===== src/vlod_pkg.sv =====
// shared constants, types and translation tables of the op decoder
`default_nettype none

package vlod_pkg;

	// ****************************************
	// sizes and limits
	// ****************************************
	localparam int         LINE_BYTES      = 16;
	localparam int         LINE_OPS        = 4;
	localparam logic [3:0] MIN_INSN_LEN    = 4'h1;
	localparam logic [3:0] MAX_INSN_LEN    = 4'hf;
	localparam logic [3:0] SHORT_MAX_LEN   = 4'h7;
	localparam logic [3:0] LONG_MAX_LEN    = 4'hb;
	localparam logic [2:0] SHORT_MAX_OPS   = 3'h2;
	localparam logic [2:0] LONG_MAX_OPS    = 3'h4;
	localparam logic [2:0] VEC_FIRST_OPS   = 3'h4;
	localparam logic [5:0] LINE_END        = 6'h10;
	localparam logic [3:0] LAST_BYTE_IDX   = 4'hf;
	localparam logic [4:0] PTR_RESET       = 5'h00;
	localparam logic [3:0] REMAIN_RESET    = 4'h0;
	localparam logic [2:0] ROM_ADDR_RESET  = 3'h0;

	// ****************************************
	// instruction classes, low nibble of the first byte
	// ****************************************
	localparam logic [3:0] CLS_ADD      = 4'h0;
	localparam logic [3:0] CLS_LOAD     = 4'h1;
	localparam logic [3:0] CLS_STORE    = 4'h2;
	localparam logic [3:0] CLS_CMPM     = 4'h3;
	localparam logic [3:0] CLS_LDIMM    = 4'h4;
	localparam logic [3:0] CLS_MEDIA    = 4'h5;
	localparam logic [3:0] CLS_FLOAT    = 4'h6;
	localparam logic [3:0] CLS_BRANCH   = 4'h7;
	localparam logic [3:0] CLS_RMW      = 4'h8;
	localparam logic [3:0] CLS_RMWB     = 4'h9;
	localparam logic [3:0] CLS_VEC_BASE = 4'ha;

	// op category; each names its unit class
	typedef enum logic [2:0] {
		CAT_LOAD,   // load unit
		CAT_LDIMM,  // instruction_control_unit
		CAT_STORE,  // store unit
		CAT_INT,    // integer units
		CAT_MEDIA,  // multimedia unit
		CAT_FLOAT,  // floating-point unit
		CAT_BRANCH  // branch unit
	} vlod_cat_t;

	typedef enum logic [1:0] {KIND_SHORT, KIND_LONG, KIND_VECTOR} vlod_kind_t;

	typedef struct packed {
		vlod_cat_t  cat;
		logic       dualInt;
		logic       useLoad;
		logic [7:0] tag;
	} vlod_op_t;

	typedef struct packed {
		vlod_op_t [3:0] op;
		logic     [3:0] valid;
		vlod_kind_t     kind;
		logic           last;
	} vlod_line_t;

	typedef struct packed {
		vlod_op_t [3:0] op;
		logic     [2:0] cnt;
	} vlod_grp_t;

	// ****************************************
	// translation helpers
	// ****************************************
	function automatic vlod_op_t mkOp(vlod_cat_t c, logic d, logic u,
		logic [7:0] t);
		vlod_op_t o;
		o.cat     = c;
		o.dualInt = d;
		o.useLoad = u;
		o.tag     = t;
		return o;
	endfunction

	// a field of zero still means one byte so every start is 1..15
	function automatic logic [3:0] lenOf(logic [7:0] b);
		return (b[7:4] == 4'h0) ? MIN_INSN_LEN : b[7:4];
	endfunction

	function automatic vlod_grp_t translate(logic [3:0] cls, logic [7:0] t);
		vlod_grp_t g;
		g.cnt = 3'h1;
		for (int i = 0; i < LINE_OPS; i++) begin
			g.op[i] = mkOp(CAT_INT, 1'b0, 1'b0, t);
		end
		case (cls)
			CLS_ADD:    g.op[0] = mkOp(CAT_INT, 1'b1, 1'b0, t);
			CLS_LOAD:   g.op[0] = mkOp(CAT_LOAD, 1'b0, 1'b0, t);
			CLS_STORE:  g.op[0] = mkOp(CAT_STORE, 1'b0, 1'b0, t);
			CLS_LDIMM:  g.op[0] = mkOp(CAT_LDIMM, 1'b0, 1'b0, t);
			CLS_MEDIA:  g.op[0] = mkOp(CAT_MEDIA, 1'b0, 1'b0, t);
			CLS_FLOAT:  g.op[0] = mkOp(CAT_FLOAT, 1'b0, 1'b0, t);
			CLS_BRANCH: g.op[0] = mkOp(CAT_BRANCH, 1'b0, 1'b0, t);
			CLS_CMPM: begin
				g.op[0] = mkOp(CAT_LOAD, 1'b0, 1'b0, t);
				g.op[1] = mkOp(CAT_INT, 1'b1, 1'b1, t);
				g.cnt   = SHORT_MAX_OPS;
			end
			CLS_RMW: begin
				g.op[0] = mkOp(CAT_LOAD, 1'b0, 1'b0, t);
				g.op[1] = mkOp(CAT_INT, 1'b1, 1'b1, t);
				g.op[2] = mkOp(CAT_STORE, 1'b0, 1'b0, t);
				g.cnt   = 3'h3;
			end
			CLS_RMWB: begin
				g.op[0] = mkOp(CAT_LOAD, 1'b0, 1'b0, t);
				g.op[1] = mkOp(CAT_INT, 1'b1, 1'b1, t);
				g.op[2] = mkOp(CAT_STORE, 1'b0, 1'b0, t);
				g.op[3] = mkOp(CAT_BRANCH, 1'b0, 1'b0, t);
				g.cnt   = LONG_MAX_OPS;
			end
			default: begin
				g.op[0] = mkOp(CAT_LOAD, 1'b0, 1'b0, t);
				g.op[1] = mkOp(CAT_INT, 1'b1, 1'b1, t);
				g.op[2] = mkOp(CAT_INT, 1'b1, 1'b0, t);
				g.op[3] = mkOp(CAT_STORE, 1'b0, 1'b0, t);
				g.cnt   = VEC_FIRST_OPS;
			end
		endcase
		return g;
	endfunction

	// microcode sequence store, four ops per line
	function automatic vlod_line_t romLine(logic [2:0] a, logic [7:0] t);
		vlod_line_t l;
		l.valid = 4'hf;
		l.kind  = KIND_VECTOR;
		l.last  = 1'b0;
		if (a[0]) begin
			l.op[0] = mkOp(CAT_MEDIA, 1'b0, 1'b0, t);
			l.op[1] = mkOp(CAT_FLOAT, 1'b0, 1'b0, t);
			l.op[2] = mkOp(CAT_INT, 1'b1, 1'b0, t);
			l.op[3] = mkOp(CAT_BRANCH, 1'b0, 1'b0, t);
		end else begin
			l.op[0] = mkOp(CAT_INT, 1'b1, 1'b0, t);
			l.op[1] = mkOp(CAT_INT, 1'b1, 1'b0, t);
			l.op[2] = mkOp(CAT_LOAD, 1'b0, 1'b0, t);
			l.op[3] = mkOp(CAT_STORE, 1'b0, 1'b0, t);
		end
		return l;
	endfunction

endpackage

`default_nettype wire


===== src/vlod_buf.sv =====
// two-entry buffer between the decoder and the scheduler line port
`timescale 1ns/1ps
`default_nettype none

module vlod_buf import vlod_pkg::*; (
	input  wire logic       clk,
	input  wire logic       rst,
	input  wire logic       inValid,
	output logic            inReady,
	input  wire vlod_line_t inData,
	output logic            outValid,
	input  wire logic       outReady,
	output vlod_line_t      outData
);

	logic       skidValid;
	vlod_line_t skidData;
	logic       headFree;

	assign headFree = outReady || !outValid;
	assign inReady  = !skidValid;

	always_ff @(posedge clk) begin
		if (rst) begin
			outValid  <= 1'b0;
			skidValid <= 1'b0;
		end else if (headFree) begin
			outValid  <= skidValid || inValid;
			skidValid <= 1'b0;
		end else if (inValid && inReady) begin
			skidValid <= 1'b1;
		end
	end

	// data flops carry no reset; validity is tracked separately
	always_ff @(posedge clk) begin
		if (headFree) begin
			outData <= skidValid ? skidData : inData;
		end else if (inValid && inReady) begin
			skidData <= inData;
		end
	end
endmodule

`default_nettype wire


===== src/vlod_decoder.sv =====
// variable-length instruction decoder: predecode, short/long/vector paths
`timescale 1ns/1ps
`default_nettype none

module vlod_decoder import vlod_pkg::*; (
	input  wire logic       clk,
	input  wire logic       rst,
	input  wire logic       fillValid,
	input  wire logic [7:0] fillByte,
	output logic            fillReady,
	output logic            schedValid,
	input  wire logic       schedReady,
	output vlod_line_t      schedLine,
	output logic            vectorBusy
);

	typedef enum logic [1:0] {ST_FILL, ST_DECODE, ST_ROM} vlod_state_t;

	vlod_state_t state;
	vlod_state_t next_state;
	logic [7:0]  lineByte [LINE_BYTES];
	logic [3:0]  pdLen    [LINE_BYTES];
	logic [15:0] pdStart;
	logic [3:0]  fillIdx;
	logic [3:0]  fillRemain;
	logic [4:0]  ptr;
	logic [2:0]  romAddr;
	logic [2:0]  romCount;
	logic [7:0]  romTag;

	// ****************************************
	// decode selection
	// ****************************************
	logic        fillTake, emit, skipByte, pairOk, lineDone, bufInReady;
	logic [3:0]  idxA, idxB, lenA, lenB, clsA, clsB;
	logic [7:0]  tagA, tagB;
	logic [4:0]  ptrB, nextPtr;
	logic [5:0]  ptrC;
	vlod_kind_t  kindA, kindB;
	vlod_grp_t   grpA, grpB;
	vlod_line_t  decLine, romOut, pushLine;
	logic        pushValid, romLast, startByte;
	vlod_op_t    opArr  [LINE_OPS];
	logic        vldArr [LINE_OPS];

	assign fillTake = fillValid && fillReady;
	// each line starts afresh: a tail that ran past the last line is dropped
	assign startByte = fillRemain == REMAIN_RESET
		|| fillIdx == 4'h0;
	assign idxA     = ptr[3:0];
	assign lenA     = pdLen[idxA];
	assign clsA     = lineByte[idxA][3:0];
	assign tagA     = lineByte[4'(idxA + 4'h1)];
	// oversize non-vector encodings are pushed onto the vector path
	assign kindA = (clsA >= CLS_VEC_BASE || lenA > LONG_MAX_LEN)
		? KIND_VECTOR
		: (clsA >= CLS_RMW || lenA > SHORT_MAX_LEN) ? KIND_LONG
		: KIND_SHORT;
	assign grpA = translate(kindA == KIND_VECTOR ? CLS_VEC_BASE : clsA,
		tagA);
	assign ptrB = ptr + {1'b0, lenA};
	assign idxB = ptrB[3:0];
	assign lenB = pdLen[idxB];
	assign clsB = lineByte[idxB][3:0];
	assign tagB = lineByte[4'(idxB + 4'h1)];
	assign kindB = (clsB >= CLS_RMW || lenB > SHORT_MAX_LEN) ? KIND_LONG
		: KIND_SHORT;
	assign grpB = translate(clsB, tagB);
	assign ptrC = {1'b0, ptrB} + {2'b00, lenB};
	// second short needs its own predecode mark and must end in the line
	assign pairOk = kindA == KIND_SHORT && !ptrB[4] && pdStart[idxB]
		&& kindB == KIND_SHORT && ptrC <= LINE_END;
	assign emit     = state == ST_DECODE && pdStart[idxA]
		&& bufInReady;
	assign skipByte = state == ST_DECODE && !pdStart[idxA];
	assign nextPtr  = skipByte ? 5'(ptr + 5'h01)
		: (pairOk ? ptrC[4:0] : ptrB);
	assign lineDone = nextPtr[4];

	// lane i takes from the first group, then from the second
	for (genvar i = 0; i < LINE_OPS; i++) begin : g_lane
		logic [2:0] laneB;
		assign laneB = 3'(i) - grpA.cnt;
		assign vldArr[i] = 3'(i) < grpA.cnt
			|| (pairOk && 3'(i) >= grpA.cnt && laneB < grpB.cnt);
		assign opArr[i] = 3'(i) < grpA.cnt ? grpA.op[i]
			: grpB.op[laneB[1:0]];
	end

	always_comb begin
		decLine.kind = kindA;
		decLine.last = kindA != KIND_VECTOR;
		for (int i = 0; i < LINE_OPS; i++) begin
			decLine.op[i]    = opArr[i];
			decLine.valid[i] = vldArr[i];
		end
	end

	assign romLast = romAddr == 3'(romCount - 3'h1);
	always_comb begin
		romOut      = romLine(romAddr, romTag);
		romOut.last = romLast;
	end

	assign pushValid = emit || state == ST_ROM;
	assign pushLine  = state == ST_ROM ? romOut : decLine;

	// ****************************************
	// sequencing
	// ****************************************
	always_comb begin
		next_state = state;
		case (state)
			ST_FILL:
				if (fillTake && fillIdx == LAST_BYTE_IDX) next_state = ST_DECODE;
			ST_DECODE:
				if (emit && kindA == KIND_VECTOR) next_state = ST_ROM;
				else if ((emit || skipByte) && lineDone) next_state = ST_FILL;
			ST_ROM:
				if (bufInReady && romLast) begin
					next_state = ptr[4] ? ST_FILL : ST_DECODE;
				end
			default: next_state = ST_FILL;
		endcase
	end

	always_ff @(posedge clk) begin
		if (rst) begin
			state      <= ST_FILL;
			fillReady  <= 1'b1;
			vectorBusy <= 1'b0;
			pdStart    <= '0;
			fillIdx    <= 4'h0;
			fillRemain <= REMAIN_RESET;
			ptr        <= PTR_RESET;
			romAddr    <= ROM_ADDR_RESET;
			romCount   <= 3'h1;
			romTag     <= 8'h00;
		end else begin
			state      <= next_state;
			fillReady  <= next_state == ST_FILL;
			vectorBusy <= next_state == ST_ROM;
			if (fillTake) begin
				fillIdx <= 4'(fillIdx + 4'h1);
				if (startByte) begin
					pdStart[fillIdx] <= 1'b1;
					fillRemain       <= 4'(lenOf(fillByte) - 4'h1);
				end else begin
					fillRemain <= 4'(fillRemain - 4'h1);
				end
			end
			if (state != ST_FILL && next_state == ST_FILL) begin
				pdStart <= '0;
			end
			if (next_state == ST_DECODE && state == ST_FILL) begin
				ptr <= PTR_RESET;
			end else if (emit || skipByte) begin
				ptr <= nextPtr;
			end
			if (emit && kindA == KIND_VECTOR) begin
				romAddr  <= ROM_ADDR_RESET;
				romTag   <= tagA;
				romCount <= clsA >= CLS_VEC_BASE
					? 3'(clsA - CLS_VEC_BASE + 4'h1) : 3'h1;
			end else if (state == ST_ROM && bufInReady) begin
				romAddr <= 3'(romAddr + 3'h1);
			end
		end
	end

	// the predecode store is written without reset; pdStart guards it
	always_ff @(posedge clk) begin
		if (fillTake) begin
			lineByte[fillIdx] <= fillByte;
			if (startByte) pdLen[fillIdx] <= lenOf(fillByte);
		end
	end

	// back-pressure from the scheduler stops decode through inReady
	vlod_buf u_buf (
		.clk      (clk),
		.rst      (rst),
		.inValid  (pushValid),
		.inReady  (bufInReady),
		.inData   (pushLine),
		.outValid (schedValid),
		.outReady (schedReady),
		.outData  (schedLine)
	);
endmodule

`default_nettype wire


===== config.mk =====
export PLATFORM = sky130hd
export DESIGN_NAME = vlod_decoder
export DESIGN_NICKNAME = d
export VERILOG_FILES = /design/src/vlod_pkg.sv /design/src/vlod_buf.sv /design/src/vlod_decoder.sv
export SDC_FILE = /design/constraint.sdc
export NUM_CORES = 1
export LEC_CHECK = 0
export BUFFER_PORTS_ARGS = -buffer_cell sky130_fd_sc_hd__buf_2
export CORE_UTILIZATION = 40
export CTS_CLUSTER_DIAMETER = 40
export DETAILED_ROUTE_END_ITERATION = 8
export HOLD_SLACK_MARGIN = 0.03
export SYNTH_ARGS = -nofsm -noshare
export SYNTH_HDL_FRONTEND = slang
export SYNTH_HIERARCHICAL = 1
export SYNTH_SLANG_ARGS = --single-unit

===== constraint.sdc =====
create_clock -name clk -period 9.5 [get_ports clk]
set_input_delay 0.475 -clock clk [delete_from_list [all_inputs] [get_ports clk]]
set_output_delay 0.475 -clock clk [all_outputs]
set_load 0.02 [all_outputs]

==> run metrics <==
status complete, no violations; cell area after synthesis 18,600 um^2; Synth area leader edfxtp_1; Bufs on Longest Clock Path 3; Crit path arrival time 7130 ps; vias in the first global route 10,977; Die Span Y between 200 and 250 um; Max rail drop VDD ~0.00013 V; wire length per cell 23.5 um; f_max between 100 and 150 MHz; total CTS buffers 53; Worst setup EP type register; Post-CTS Resized 0; WHS Endpoint lineByte[1][2]$_DFFE_PP_; share of layout cells above drive strength 1 between 30% and 40%; Post-synth EDFFs 310; Synth top area share around half; Detailed Route WL 44.0 mm; Final Setup Violations 0; area grow syn2layout 14.4%; yosys warns 6; initial core utilization 40.7%; CTS tree done; Buffers on Ports 73; clk root buf clkbuf_16; RD Place Congestion 0.844; Iter 0 DRT Violations between 900 and 1,000; max-slew violations 0; sequential area share after synthesis 55.9%; Global Route Usage Sum 18.9%; RR Endpoint u_buf/outData[4]$_DFFE_PP_; die width approximately 220 um; Pleak around 7.4 nW; RSZ-0062 raised after global routing no; type of origin of the critical path register; Site Rows 78; DR vias 10,888; slew margin rel. 16.6%; hold_buf cts 0; Post-synth ARST share 0%; r2r setup slk approximately 2800 ps; global-route wire length before repair between 60 and 70 mm; Period minus WS final 6670 ps; Least-Margin Pin Slew 1250 ps; Vias/cell around 5.8; nets 1,265; Crit Path Category register to register; Post-Syn Instances 1,139; critical path peak fanout 35; grt total ovfl 0; clk_lat worst skew roughly 590 ps; ant diodes 0; Post-CTS Setup Repair Bufs 0; largest net degree at the start of global routing 63; top cells by area in the synthesized netlist edfxtp_1 50%, mux4_2 17%, dfxtp_1 5.7%; hold path startpoint fillByte[2]; clk slew on worst S/H paths about 50 ps; mean area per synthesized cell 16.3 um^2; initial antenna violation count 2; Hold Crit Depth 1; MaxCap Viol Count 0; final core utilization 46.6%; Power Density 199 nW/um^2; Final Skew 14.0 ps; Hold Vio Cnt, Final 0; CP Data Required Time 9960 ps; fillcell total 3,869; final worst-path cycle share 70.2%; Final ANT Viol Nets 0; #FFs+latches synth 363; Die ar. around 47,000 um^2; Final HPWL DP 29.4 mm; drt pass-1 iters 5; Primary FF master, synth edfxtp_1; worst r2r path cells 18; Netlist cell types 71; H-tree levels 2; Top Ports 74; Core ar. 45,600 um^2; Hold Path Class input pin to register; # clock sinks about 360; drt drc 0; sum of negative setup slack 0 ps
## flip-flops by register name (all words and copies together) (netlist names), 4 cells and up, named ones only
name and flops:
lineByte 128, pdLen 64, u_buf/outData 59, u_buf/skidData 59, pdStart 16, romTag 8
ptr 5, fillIdx 4, fillRemain 4
## where the power goes
part / switching (mW) / leakage, nW / internal [mW]
clock network: 0.769 / 0.838 / 1.14
logic: 0.282 / 3.20 / 0.218
registers: 0.0173 / 3.32 / 1.79
## stage by stage
stage | setup WS, ps | power (mW) | cells | instance area [um^2] | hold WS, ps
floorplan | 2560 | 2.21 | 1141 | 18600 | 435
global placement | 2940 | 2.33 | 1772 | 19500 | 452
detailed placement | 2790 | 2.34 | 1772 | 19500 | 473
CTS | 2790 | 4.26 | 1870 | 21200 | 227
global route | 2500 | 4.36 | 1870 | 21200 | 251
finish | 2830 | 4.22 | 1870 | 21200 | 267
## cells by family (layout without fill, tap and decap cells)
| kind of cell | Yosys count | in the layout | synth area share (%) |
|---|---|---|---|
| muxes | 274 | 274 | 27.1 |
| other | 2 | 4 | 0.0405 |
| buffers and inverters | 85 | 214 | 2.90 |
| and+or+nand+nor | 218 | 218 | 5.45 |
| AOI/OAI and AO/OA | 150 | 150 | 5.77 |
| xor gates and xnor gates | 21 | 21 | 0.991 |
| adders and majority gates | 26 | 26 | 1.83 |
| DFF | 363 | 363 | 55.9 |
## worst max-delay path: stages, from the launching register on
cell and delay (ps):
dfxtp_2 310, buf_4 530, mux4_1 640, mux4_2 520, ha_4 180, fa_2 780, buf_4 450, mux4_2 370
mux4_2 530, ha_1 300, a21o_1 160, a21oi_1 170, xnor2_1 100, nor4_1 310, nand2b_1 170, o2111ai_2 310
a211o_1 380, o21ai_1 140, mux2_4 160
## how the worst max path moves through the flow
stage / startpoint / end / slack (ps)
6_report: register / u_buf/outData[4]$_DFFE_PP_ / 2830
2_1_floorplan: schedReady / u_buf/skidData[0]$_DFFE_PP_ / 2560
3_3_place_gp: register / u_buf/outData[35]$_DFFE_PP_ / 2940
3_5_place_dp: register / u_buf/outData[48]$_DFFE_PP_ / 2790
4_1_cts: register / u_buf/outData[35]$_DFFE_PP_ / 2790
5_1_grt: register / u_buf/outData[6]$_DFFE_PP_ / 2500
## cells in the final DEF (no fill, tap or decap), types with 46 or more instances in the layout
| cell type | Yosys | routed |
|---|---|---|
| a21oi_1 | 46 | 46 |
| buf_2 | 12 | 73 |
| clkbuf_16 | 0 | 53 |
| dfxtp_1 | 53 | 50 |
| edfxtp_1 | 310 | 310 |
| mux2_4 | 57 | 57 |
| mux2i_1 | 53 | 53 |
| mux4_2 | 144 | 144 |
| nand2_1 | 62 | 62 |
| nor2_1 | 70 | 70 |
## routing by layer
metal	vias up	GRT usage [%]	wire, um
met5	-	0	11
met4	2	6.55	1250
met3	81	4.37	2940
met2	423	30.4	21000
met1	5565	25.0	18800
li1	4817	-	-
## synthesized netlist by cell type (11+ instances only)
cell        n
inv_1      13
clkbuf_1   28
o21a_1     19
ha_1       24
xor2_1     11
nand3_1    15
nor2_1     70
mux2i_1    53
mux4_2    144
a21oi_1    46
buf_2      12
o21ai_0    15
edfxtp_1  310
nand2_1    62
mux4_1     12
mux2_4     57
dfxtp_1    53
nor3_1     15
## final cells by class
type	instances	area, um^2	share of cell area, %
inverter	17	63.8	0.301
tap	600	751	3.54
clock buffer	60	1360	6.42
multi-input combinational	693	7730	36.4
sequential	363	10400	48.9
clock inverter	38	382	1.80
timing repair buffer	99	561	2.64
Note: power is estimated with default switching activity, not from simulation.
